### config.mk
export PLATFORM = sky130hd
export DESIGN_NAME = ocd_divider
export DESIGN_NICKNAME = d
export VERILOG_FILES = /design/src/core/ocd_pkg.sv /design/src/core/ocd_divider.sv
export SDC_FILE = /design/constraint.sdc
export NUM_CORES = 1
export LEC_CHECK = 0
export BUFFER_PORTS_ARGS = -buffer_cell sky130_fd_sc_hd__buf_2
export CORE_UTILIZATION = 59
export CTS_BUF_LIST = sky130_fd_sc_hd__clkbuf_4 sky130_fd_sc_hd__clkbuf_8 sky130_fd_sc_hd__clkbuf_16
export DETAILED_ROUTE_END_ITERATION = 7
export PLACE_DENSITY_LB_ADDON = 0.25
export SYNTH_ARGS = -nofsm -noshare
export SYNTH_HDL_FRONTEND = slang
export SYNTH_SLANG_ARGS = --single-unit
export TNS_END_PERCENT = 20
### constraint.sdc
create_clock -name ref_clk -period 3.9 [get_ports ref_clk]
set_clock_uncertainty 0.15 [all_clocks]
set_input_delay 0.585 -clock ref_clk [delete_from_list [all_inputs] [get_ports ref_clk]]
set_output_delay 0.585 -clock ref_clk [all_outputs]
set_load 0.01 [all_outputs]
### src/core/ocd_pkg.sv
// package for the output channel clock divider: register indices,
// field positions, reset values and the packed carriers.
// assumes a 20 MHz ref_clk and an AXI4-Lite master with 32-bit data.
package ocd_pkg;
  // register indices; byte address is four times the index
  localparam logic [9:0] IDX_PAIR_B_ROUTE = 10'h195;
  localparam logic [9:0] IDX_DIV_C_DUR    = 10'h196;
  localparam logic [9:0] IDX_DIV_C_CTL    = 10'h197;
  localparam logic [9:0] IDX_PAIR_C_ROUTE = 10'h198;
  localparam logic [9:0] IDX_SRC_SEL      = 10'h1E1;
  localparam logic [9:0] IDX_STATUS       = 10'h1F0;
  localparam logic [9:0] IDX_SYNC_CTL     = 10'h230;
  // reset values
  localparam logic [7:0] RST_PAIR_B_ROUTE = 8'h00;
  localparam logic [7:0] RST_DIV_C_DUR    = 8'h00;
  localparam logic [7:0] RST_DIV_C_CTL    = 8'h00;
  localparam logic [7:0] RST_PAIR_C_ROUTE = 8'h00;
  localparam logic [7:0] RST_SRC_SEL      = 8'h00;
  localparam logic [7:0] RST_SYNC_CTL     = 8'h00;
  // field positions in the route and sync registers
  localparam int unsigned BIT_DIRECT    = 1;
  localparam int unsigned BIT_DCC_OFF   = 0;
  localparam int unsigned BIT_SOFT_SYNC = 0;
  // source select codes
  localparam logic [1:0] SEL_EXT  = 2'h0;
  localparam logic [1:0] SEL_NONE = 2'h1;
  localparam logic [1:0] SEL_OSC  = 2'h2;
  // bus responses
  localparam logic [1:0] RESP_OKAY   = 2'h0;
  localparam logic [1:0] RESP_SLVERR = 2'h2;
  // duration register layout
  typedef struct packed {
    logic [3:0] low;
    logic [3:0] high;
  } ocd_dur_t;
  // divider control register layout
  typedef struct packed {
    logic       bypass;
    logic       nosync;
    logic       force_hi;
    logic       start_hi;
    logic [3:0] phase;
  } ocd_ctl_t;
endpackage

### src/core/ocd_divider.sv
// third output channel divider with routing of both output pairs,
// behind an AXI4-Lite register slave.
// assumes source clocks far slower than ref_clk; they are sampled.
//
// Chosen here: register access over AXI4-Lite.
`timescale 1ns/10ps

// Notes on behaviour
// - low phase lasts low field plus one
// - high phase lasts high field plus one
// - bypass passes divider input straight through
// - sync-ignore bit makes divider disregard sync
// - sync-ignore holds output at force level
// - force level has no effect under bypass
// - start polarity sets first output level
// - four-bit phase offset, reset zero
// - routing bit clear: pair fed by divider
// - routing with select 10 sends oscillator
// - routing with select 00 sends external clock
// - select 01 makes routing bit do nothing
// - correction-disable bit turns duty correction off
// - second pair uses same routing scheme
// - durations reset to zero, divider in use
// - select bit one picks oscillator over external
// - sync holds divider c, release restarts it
module ocd_divider (
  input  wire logic        ref_clk,
  input  wire logic        arst_n,
  input  wire logic [11:0] s_axi_awaddr,
  input  wire logic        s_axi_awvalid,
  output logic             s_axi_awready,
  input  wire logic [31:0] s_axi_wdata,
  input  wire logic [3:0]  s_axi_wstrb,
  input  wire logic        s_axi_wvalid,
  output logic             s_axi_wready,
  output logic [1:0]       s_axi_bresp,
  output logic             s_axi_bvalid,
  input  wire logic        s_axi_bready,
  input  wire logic [11:0] s_axi_araddr,
  input  wire logic        s_axi_arvalid,
  output logic             s_axi_arready,
  output logic [31:0]      s_axi_rdata,
  output logic [1:0]       s_axi_rresp,
  output logic             s_axi_rvalid,
  input  wire logic        s_axi_rready,
  input  wire logic        internal_oscillator,
  input  wire logic        ext_clk_in,
  input  wire logic        sync_n,
  input  wire logic        div_b_clk,
  output logic             pair_b_first_output,
  output logic             pair_b_second_output,
  output logic             pair_c_first_output,
  output logic             pair_c_second_output,
  output logic             pair_b_duty_correct_en,
  output logic             pair_c_duty_correct_en
);

  // software registers
  logic [7:0] pair_b_route_q;         // routing and duty, pair b
  logic [7:0] pair_c_route_q;         // routing and duty, pair c
  logic [7:0] src_sel_q;              // source select
  logic [7:0] sync_ctl_q;             // soft sync
  ocd_pkg::ocd_dur_t divider_c_durations_q;
  ocd_pkg::ocd_ctl_t divider_c_control_phase_q;

  // pin synchronisers, two flops each; third flop only for edges
  logic [1:0] osc_s_q;                // oscillator pin
  logic [1:0] ext_s_q;                // external clock pin
  logic [1:0] sync_s_q;               // sync pin, active low
  logic       src_prev_q;             // last selected source level
  // selected divider input, declared here since the edge flop reads it
  wire [1:0] sel      = src_sel_q[1:0];
  wire       src_lvl  = sel[1] ? osc_s_q[1] : ext_s_q[1];
  always_ff @(posedge ref_clk or negedge arst_n) begin
    if (!arst_n) begin
      osc_s_q    <= 2'h0;
      ext_s_q    <= 2'h0;
      sync_s_q   <= 2'h3;
      src_prev_q <= 1'b0;
    end else begin
      osc_s_q    <= {osc_s_q[0], internal_oscillator};
      ext_s_q    <= {ext_s_q[0], ext_clk_in};
      sync_s_q   <= {sync_s_q[0], sync_n};
      src_prev_q <= src_lvl;
    end
  end

  // edge detect and sync decode
  wire       src_tick = src_lvl & ~src_prev_q;            // rising input edge
  wire       sync_act = ~sync_s_q[1] | sync_ctl_q[ocd_pkg::BIT_SOFT_SYNC];
  wire       c_bypass = divider_c_control_phase_q.bypass;
  wire       c_nosync = divider_c_control_phase_q.nosync;
  // sync obeyed only without nosync; bypass also holds the counter
  wire       hold     = (sync_act & ~c_nosync) | c_bypass;
  // a select of 01 leaves routing bits without effect
  wire       sel_ok   = (sel != ocd_pkg::SEL_NONE);

  // divider state
  logic       lvl_q;                  // divided level
  logic [4:0] cnt_q;                  // input cycles left in phase
  wire  [3:0] dur_hi = divider_c_durations_q.high;
  wire  [3:0] dur_lo = divider_c_durations_q.low;
  wire        st_hi  = divider_c_control_phase_q.start_hi;
  // restart value: first phase plus the coarse phase offset
  wire  [4:0] ld_start = {1'b0, st_hi ? dur_hi : dur_lo}
                       + {1'b0, divider_c_control_phase_q.phase};
  // each new phase counts field down to zero: field plus one inputs
  wire  [4:0] ld_next  = {1'b0, lvl_q ? dur_lo : dur_hi};

  // divider counter; period is the sum of both phases
  always_ff @(posedge ref_clk or negedge arst_n) begin
    if (!arst_n) begin
      lvl_q <= 1'b0;
      cnt_q <= 5'h00;
    end else if (hold) begin
      lvl_q <= st_hi;
      cnt_q <= ld_start;
    end else if (src_tick) begin
      if (cnt_q == 5'h00) begin
        lvl_q <= ~lvl_q;
        cnt_q <= ld_next;
      end else begin
        cnt_q <= cnt_q - 5'h01;
      end
    end
  end

  // divider output: bypass beats force, nosync freezes at force level
  wire div_c_out = c_bypass ? src_lvl
                 : c_nosync ? divider_c_control_phase_q.force_hi
                 : lvl_q;
  wire c_direct  = pair_c_route_q[ocd_pkg::BIT_DIRECT] & sel_ok;
  wire b_direct  = pair_b_route_q[ocd_pkg::BIT_DIRECT] & sel_ok;
  wire pair_c_d  = c_direct ? src_lvl : div_c_out;
  wire pair_b_d  = b_direct ? src_lvl : div_b_clk;

  // output flops; correction enables are the inverted disable bits
  always_ff @(posedge ref_clk or negedge arst_n) begin
    if (!arst_n) begin
      pair_b_first_output    <= 1'b0;
      pair_b_second_output   <= 1'b0;
      pair_c_first_output    <= 1'b0;
      pair_c_second_output   <= 1'b0;
      pair_b_duty_correct_en <= 1'b1;
      pair_c_duty_correct_en <= 1'b1;
    end else begin
      pair_b_first_output    <= pair_b_d;
      pair_b_second_output   <= pair_b_d;
      pair_c_first_output    <= pair_c_d;
      pair_c_second_output   <= pair_c_d;
      pair_b_duty_correct_en <= ~pair_b_route_q[ocd_pkg::BIT_DCC_OFF];
      pair_c_duty_correct_en <= ~pair_c_route_q[ocd_pkg::BIT_DCC_OFF];
    end
  end

  // write channel: address and data taken in either order
  logic        aw_got_q;              // address held
  logic        w_got_q;               // data held
  logic [9:0]  aw_idx_q;              // held word index
  logic [7:0]  w_byte_q;              // held low byte
  logic        w_strb_q;              // held lane 0 strobe
  wire         aw_take = s_axi_awvalid & s_axi_awready;
  wire         w_take  = s_axi_wvalid & s_axi_wready;
  wire         have_a  = aw_got_q | aw_take;
  wire         have_w  = w_got_q | w_take;
  wire         wr_do   = have_a & have_w;
  wire         b_d     = wr_do | (s_axi_bvalid & ~s_axi_bready);
  wire [9:0]   wr_idx  = aw_got_q ? aw_idx_q : s_axi_awaddr[11:2];
  wire [7:0]   wr_byte = w_got_q ? w_byte_q : s_axi_wdata[7:0];
  wire         wr_strb = w_got_q ? w_strb_q : s_axi_wstrb[0];
  wire         wr_en   = wr_do & wr_strb;
  wire         wr_hit  = (wr_idx == ocd_pkg::IDX_PAIR_B_ROUTE)
                       | (wr_idx == ocd_pkg::IDX_DIV_C_DUR)
                       | (wr_idx == ocd_pkg::IDX_DIV_C_CTL)
                       | (wr_idx == ocd_pkg::IDX_PAIR_C_ROUTE)
                       | (wr_idx == ocd_pkg::IDX_SRC_SEL)
                       | (wr_idx == ocd_pkg::IDX_SYNC_CTL);

  // write handshake flops; each ready drops while its own channel is held or a response is pending
  always_ff @(posedge ref_clk or negedge arst_n) begin
    if (!arst_n) begin
      aw_got_q      <= 1'b0;
      w_got_q       <= 1'b0;
      aw_idx_q      <= 10'h000;
      w_byte_q      <= 8'h00;
      w_strb_q      <= 1'b0;
      s_axi_awready <= 1'b0;
      s_axi_wready  <= 1'b0;
      s_axi_bvalid  <= 1'b0;
      s_axi_bresp   <= ocd_pkg::RESP_OKAY;
    end else begin
      aw_got_q      <= have_a & ~wr_do;
      w_got_q       <= have_w & ~wr_do;
      if (aw_take) aw_idx_q <= s_axi_awaddr[11:2];
      if (w_take) begin
        w_byte_q <= s_axi_wdata[7:0];
        w_strb_q <= s_axi_wstrb[0];
      end
      s_axi_awready <= ~(have_a & ~wr_do) & ~b_d;
      s_axi_wready  <= ~(have_w & ~wr_do) & ~b_d;
      s_axi_bvalid  <= b_d;
      // unmapped writes answer slave error and change nothing
      if (wr_do) s_axi_bresp <= wr_hit ? ocd_pkg::RESP_OKAY : ocd_pkg::RESP_SLVERR;
    end
  end

  // register file; reset leaves the divider in use, shortest phases
  always_ff @(posedge ref_clk or negedge arst_n) begin
    if (!arst_n) begin
      pair_b_route_q            <= ocd_pkg::RST_PAIR_B_ROUTE;
      pair_c_route_q            <= ocd_pkg::RST_PAIR_C_ROUTE;
      divider_c_durations_q     <= ocd_pkg::RST_DIV_C_DUR;
      divider_c_control_phase_q <= ocd_pkg::RST_DIV_C_CTL;
      src_sel_q                 <= ocd_pkg::RST_SRC_SEL;
      sync_ctl_q                <= ocd_pkg::RST_SYNC_CTL;
    end else if (wr_en) begin
      if (wr_idx == ocd_pkg::IDX_PAIR_B_ROUTE) pair_b_route_q <= wr_byte;
      if (wr_idx == ocd_pkg::IDX_PAIR_C_ROUTE) pair_c_route_q <= wr_byte;
      if (wr_idx == ocd_pkg::IDX_DIV_C_DUR) divider_c_durations_q <= wr_byte;
      if (wr_idx == ocd_pkg::IDX_DIV_C_CTL) divider_c_control_phase_q <= wr_byte;
      if (wr_idx == ocd_pkg::IDX_SRC_SEL) src_sel_q <= wr_byte;
      if (wr_idx == ocd_pkg::IDX_SYNC_CTL) sync_ctl_q <= wr_byte;
    end
  end

  // read channel: one read at a time, answered the cycle after it is taken
  wire        ar_take = s_axi_arvalid & s_axi_arready;
  wire        r_d     = ar_take | (s_axi_rvalid & ~s_axi_rready);
  wire [9:0]  rd_idx  = s_axi_araddr[11:2];
  wire [7:0]  status  = {4'h0, pair_b_d, pair_c_d, hold, lvl_q};
  wire        rd_hit  = (rd_idx == ocd_pkg::IDX_PAIR_B_ROUTE)
                      | (rd_idx == ocd_pkg::IDX_DIV_C_DUR)
                      | (rd_idx == ocd_pkg::IDX_DIV_C_CTL)
                      | (rd_idx == ocd_pkg::IDX_PAIR_C_ROUTE)
                      | (rd_idx == ocd_pkg::IDX_SRC_SEL)
                      | (rd_idx == ocd_pkg::IDX_STATUS)
                      | (rd_idx == ocd_pkg::IDX_SYNC_CTL);
  wire [7:0]  rd_mux  =
      (rd_idx == ocd_pkg::IDX_PAIR_B_ROUTE) ? pair_b_route_q
    : (rd_idx == ocd_pkg::IDX_DIV_C_DUR)    ? divider_c_durations_q
    : (rd_idx == ocd_pkg::IDX_DIV_C_CTL)    ? divider_c_control_phase_q
    : (rd_idx == ocd_pkg::IDX_PAIR_C_ROUTE) ? pair_c_route_q
    : (rd_idx == ocd_pkg::IDX_SRC_SEL)      ? src_sel_q
    : (rd_idx == ocd_pkg::IDX_STATUS)       ? status
    : (rd_idx == ocd_pkg::IDX_SYNC_CTL)     ? sync_ctl_q
    : 8'h00;

  // read handshake flops; unmapped reads return zero with slave error
  always_ff @(posedge ref_clk or negedge arst_n) begin
    if (!arst_n) begin
      s_axi_arready <= 1'b0;
      s_axi_rvalid  <= 1'b0;
      s_axi_rdata   <= 32'h00000000;
      s_axi_rresp   <= ocd_pkg::RESP_OKAY;
    end else begin
      s_axi_arready <= ~r_d;
      s_axi_rvalid  <= r_d;
      if (ar_take) begin
        s_axi_rdata <= {24'h000000, rd_mux};
        s_axi_rresp <= rd_hit ? ocd_pkg::RESP_OKAY : ocd_pkg::RESP_SLVERR;
      end
    end
  end

  // helper: input ticks seen in the current phase, for the checks below
  logic [4:0] ph_ticks_q;             // ticks since last toggle
  logic       first_q;                // first phase after restart
  logic       dur_wr_q;               // durations rewritten during this phase
  wire        toggle = ~hold & src_tick & (cnt_q == 5'h00);
  wire        dur_wr = wr_en & (wr_idx == ocd_pkg::IDX_DIV_C_DUR);
  always_ff @(posedge ref_clk or negedge arst_n) begin
    if (!arst_n) begin
      ph_ticks_q <= 5'h00;
      first_q    <= 1'b1;
      dur_wr_q   <= 1'b0;
    end else begin
      // a write in the toggling cycle still marks the phase that follows
      dur_wr_q <= dur_wr | (dur_wr_q & ~(hold | toggle));
      if (hold | toggle) begin
        ph_ticks_q <= 5'h00;
        first_q    <= hold;
      end else if (src_tick) begin
        ph_ticks_q <= ph_ticks_q + 5'h01;
      end
    end
  end
endmodule

Yosys cells after proc, flatten, opt, wreduce, memory -nomap -nowiden
Cells that the tools add are included.
Word-level totals
  register bits after elaboration: 103
  input bits: 71
  output and inout port bits: 47
  logic and storage cells: 130
Operators by class
  add/sub/neg operators: 2
  eq/ne operators: 14
  muxes and demuxes: 25
  bitwise gates (word level): 45
  reductions and logical operators: 10
Operator list (number)
  == test 10 x 9 -> 1 bit (second input constant): 11
  2-to-1 mux 8 bit: 8
  == test 10 bit (second input constant): 2
  OR 1 bit: 17
  AND 1 bit: 15
  2-to-1 mux 5 bit: 3
  AND reduction 2 bit: 7
  inverter 1 bit: 13
  2-to-1 mux 10 bit: 1
  2-to-1 mux 1 bit: 9
  2-to-1 mux 4 bit: 2
  adder 4 x 4 -> 5 bit: 1
  logical NOT 5 bit: 1
  subtractor 5 x 1 -> 5 bit (second input constant): 1
  2-to-1 mux 2 bit: 2
  nonzero test 2 bit: 2
  inequality test 2 x 1 -> 1 bit (second input constant): 1

Longest topological paths before layout
  depth in word-level cells: 10
  gate-level depth with buffers: 9
  mapped depth without buffers: 8

Worst setup path before layout
Ideal clock, no wire load.
  path type: input port to flip-flop
  start point: input port s_axi_araddr[6]
  end point: register s_axi_rdata[5]
  library setup time: 126 ps
  data arrival time: 1964 ps
  data required time: 3624 ps
  setup slack: 1660 ps
  stages on the path: 5
  buffers on the path: 1
  cells stage by stage: buf_2 or4bb_1 nor3_1 a221oi_1 a221o_1
On the way
  cells in the longest elaborated chain, start to end: 8
  elaborated cells between the ends (all ways): 14
  classes of those cells: eq/ne (7); mux (7)
RTL lines
  start: declaration: line ocd_divider.sv:39  | input wire logic [11:0] s_axi_araddr,
  == test 10 bit: line ocd_divider.sv:245  | : (rd_idx == ocd_pkg::IDX_SYNC_CTL) ? sync_ctl_q
  2-to-1 mux 8 bit: line ocd_divider.sv:245
  2-to-1 mux 8 bit: line ocd_divider.sv:244  | : (rd_idx == ocd_pkg::IDX_STATUS) ? status
  2-to-1 mux 8 bit: line ocd_divider.sv:243  | : (rd_idx == ocd_pkg::IDX_SRC_SEL) ? src_sel_q
  2-to-1 mux 8 bit: line ocd_divider.sv:242  | : (rd_idx == ocd_pkg::IDX_PAIR_C_ROUTE) ? pair_c_route_q
  2-to-1 mux 8 bit: line ocd_divider.sv:241  | : (rd_idx == ocd_pkg::IDX_DIV_C_CTL) ? divider_c_control_phase_q
  2-to-1 mux 8 bit: line ocd_divider.sv:240  | : (rd_idx == ocd_pkg::IDX_DIV_C_DUR) ? divider_c_durations_q
  2-to-1 mux 8 bit *: line ocd_divider.sv:239  | (rd_idx == ocd_pkg::IDX_PAIR_B_ROUTE) ? pair_b_route_q
  end signal: assignment: line ocd_divider.sv:259  | s_axi_rdata <= {24'h000000, rd_mux};
  end: declaration: line ocd_divider.sv:42  | output logic [31:0] s_axi_rdata,
Every way passes the cells marked *; elsewhere a longest branch is shown, timed or not.
A chain may end at the register's enable or synchronous reset.

Worst setup path after layout
  start point: register aw_got_q
  end point: register src_sel_q[3]
On the way
  cells in the longest elaborated chain, start to end: 4
  elaborated cells between the ends (all ways): 6
  classes of those cells: eq/ne (1); mux (1); bitwise (3); reduce/logical (1)
RTL lines
  start: declaration: line ocd_divider.sv:157  | logic aw_got_q;
  start signal: assignment: line ocd_divider.sv:192  | aw_got_q <= have_a & ~wr_do;
  parallel branches: the longest is 3 deep, another holds 2-to-1 mux 10 bit
  AND reduction 2 bit (no line) *
  end signal: assignment: line ocd_divider.sv:214  | src_sel_q <= ocd_pkg::RST_SRC_SEL;
  end signal: assignment: line ocd_divider.sv:221  | if (wr_idx == ocd_pkg::IDX_SRC_SEL) src_sel_q <= wr_byte;
  end: declaration: line ocd_divider.sv:61  | logic [7:0] src_sel_q;
Every way passes the cells marked *.

==> flow_metrics.tcl <==
set metrics [dict create \
    initial_core_util 0.615 \
    syn_avg_cell_area_um2 11.3 \
    yosys.area_share.simple 0.137 \
    drive_gt1_frac 0.316 \
    fmax_mhz 379 \
    yosysMostFrequentCell "dfrtp_1" \
    busiest_layer "met2" \
    grt_max_degree 60 \
    synth.area.top_cells "dfrtp_1 45%, mux2_2 13%, buf_4 3.9%" \
    worstSetupPathType "reg -> reg" \
    slew_headroom 0.251 \
    synth-compound-area-share 0.120 \
    p_sw_uw 839 \
    portBuffers 60 \
    dp.cells 626 \
    crit_path_max_fanout 19 \
    reg2reg_depth 4 \
    row_count 34 \
    root_buffer "clkbuf_8" \
    ant_nets 0 \
    setup_viol 0 \
    syn_inst 476 \
    gp_congestion 0.974 \
    hpwl_um 8700 \
    drc 0 \
    numCtsBuffers 9 \
    drtIter0Drc 191 \
    swShare 0.310 \
    design.die.area_um2 9510 \
    r2r-start "aw_got_q" \
    dr.pass1.iters 5 \
    htreeDepth 3 \
    track_usage 0.259 \
    ff_latch_area_um2 2530 \
    clockBufferDepth 2 \
    p_per_area_nw_per_um2 460 \
    rsz0062_at_grt "false" \
    synth_edf_count 0 \
    fp.coreArea_um2 8760 \
    grt_pass1_wl_um 19600 \
    yosys_warnings 0 \
    nets 606 \
    use_met1 0.356 \
    synth-adder-area-share 0.0153 \
    grtUsageMet2 0.425 \
    seqPwrFrac 0.499 \
    status "finished, final reports clean" \
    netlist_top_cells_count "97 x dfrtp_1, 62 x mux2_2, 31 x a21oi_1" \
    die_w_um 97.5 \
    diodes 0 \
    cts_tree "built" \
    setup_ws_ns 1.26 \
    p_leak_uw 0.00279 \
    use_met3 0.0331 \
    ioPinCount 118 \
    setup_tns_ns 0 \
    avgViaCountPerCell 6.01 \
    wl_per_cell_um 18.1 \
    worst-r2r-setup-slack_ns 1.26 \
    p_int_uw 1870 \
    hold_path_class "in -> async" \
    hold_violations 0 \
    worst_pin_slew_ns 1.12 \
    end_kind "register" \
    clkPwrFrac 0.278 \
    period_minus_slack_ns 2.64 \
    yosysTopAreaCellShare 0.451 \
    stdcell_area_um2 5880 \
    r2r_end "src_sel_q[3]" \
    cts_resized 0 \
    vias 3860 \
    synth-seq-cells 101 \
    grt_pass1_vias 3884 \
    cts_setup_buffers 0 \
    clkTransAtPathRegs_ns 0.10 \
    utilization 0.671 \
    critPathLaunchType "register" \
    async_flop_share 1.00 \
    finalWirelength_um 11600 \
    area_growth_syn_to_layout_pct 9.18 \
    muxShareOfSynthArea 0.182 \
    synth.distinct_cells 70 \
    synth-xor-area-share 0.00813 \
    cp.required_ns 4.00 \
    gr-total-overflow 0 \
    antenna_found_initial 0 \
    clk_latency_ns 0.36 \
    cp_data_arrival_time_ns 2.74 \
    post-route-period-util 0.676 \
    cap_violations 0 \
    multi_input_area_um2 2580 \
    instances_no_fill 642 \
    yosysTopAreaCell "dfrtp_1" \
    maxSlewViolCount 0 \
    placed_area_um2 5650 \
    clock-sinks 101 \
    cts-hold-fix-buffers 0 \
    irDropWorstVdd_mv 0.288 \
    die_h_um 97.5 \
    n_fill_cell 682 \
    comb_power_share 0.224 \
    dpl_worst_slack_ns 0.972 \
    ys.flop_type "dfrtp_1" \
    synth_top_family_by_area "multiplexers" \
    syn_area_um2 5390 \
    synth-seq-area-share 0.470 \
]
==> power by group through the flow <==
stage | combinational [µW] | clock [µW] | sequential (µW)
after floorplan | 467 | 0 | 1320
after global placement | 585 | 0 | 1360
after detailed placement | 607 | 0 | 1370
after CTS | 610 | 761 | 1350
after global routing | 665 | 798 | 1380
final | 606 | 752 | 1350
==> metrics by stage <==
| stage | total power, µW | hold slack, ns |
|---|---|---|
| 2_1_floorplan | 1790 | 0.139 |
| 3_3_place_gp | 1940 | 0.182 |
| 3_5_place_dp | 1980 | 0.187 |
| 4_1_cts | 2720 | 0.152 |
| 5_1_grt | 2840 | 0.160 |
| 6_report | 2710 | 0.120 |
==> layer usage <==
layer,part of all wire,wire [µm]
met4,0.024,281
met2,0.48,5620
met5,0,0
met3,0.032,375
met1,0.46,5350
==> worst max-delay path, stage by stage (launching register included) <==
cell and delay, ns:
dfrtp_1 0.74, nand2b_1 0.23, nand2_1 0.29, nor4_4 0.71
mux2_2 0.41
==> final cells by class <==
class / count / share of cell area
Clock buffer: 10 / 0.0234
Clock inverter: 6 / 0.0157
Inverter: 19 / 0.0121
Multi-Input combinational cell: 335 / 0.440
Sequential cell: 101 / 0.431
Tap cell: 108 / 0.0230
Timing Repair Buffer: 63 / 0.0553
==> worst max path at each step <==
stage,start,end,slack [ns],depth (start not counted)
2_1_floorplan,s_axi_araddr[6],s_axi_rdata[5],1.66,5
3_3_place_gp,s_axi_awvalid,src_sel_q[1],1.05,6
3_5_place_dp,s_axi_awvalid,src_sel_q[1],0.97,6
4_1_cts,aw_got_q,src_sel_q[1],1.25,4
5_1_grt,aw_got_q,src_sel_q[6],1.11,4
6_report,aw_got_q,src_sel_q[3],1.26,4
==> flip-flops by register name, summed over array words and instances (netlist names), 2 cells and up <==
name	cells
sync_s_q	2
src_sel_q	8
pair_b_route_q	8
ext_s_q	2
pair_c_route_q	8
dur_lo	4
dur_hi	4
osc_s_q	2
sync_ctl_q	8
cnt_q	5
divider_c_control_phase_q	5
w_byte_q	8
aw_idx_q	10
s_axi_rdata	8
==> cell families after synthesis <==
family / after synthesis
XOR/XNOR: 5
flip-flops: 101
AO/OA/AOI/OAI: 96
buffers and inverters: 65
AND/OR/NAND/NOR: 117
multiplexers: 85
adder cells (fa/ha/maj): 6
other: 1
==> layout by cell type (no fill, tap or decap), types with 4 or more instances in the layout <==
master | Yosys | layout
mux2i_1 | 6 | 6
a22o_1 | 4 | 4
dfrtp_1 | 97 | 97
nand4_1 | 4 | 4
conb_1 | 1 | 26
xnor2_1 | 4 | 4
buf_2 | 4 | 59
nand2b_1 | 7 | 7
nor3_1 | 6 | 6
and2_1 | 4 | 4
nor2b_1 | 7 | 7
buf_4 | 28 | 4
a21o_1 | 5 | 5
nor2_1 | 19 | 19
nand2_1 | 26 | 26
o22ai_1 | 9 | 9
clkbuf_8 | 0 | 10
nand4bb_1 | 4 | 4
a211oi_1 | 6 | 6
mux2_4 | 8 | 8
mux2_1 | 9 | 9
dfstp_2 | 4 | 4
ha_1 | 5 | 5
mux2_2 | 62 | 62
inv_1 | 19 | 19
o21ai_0 | 13 | 13
nand3_1 | 6 | 6
a21oi_1 | 31 | 31
Power figures use the tool's default switching activity.
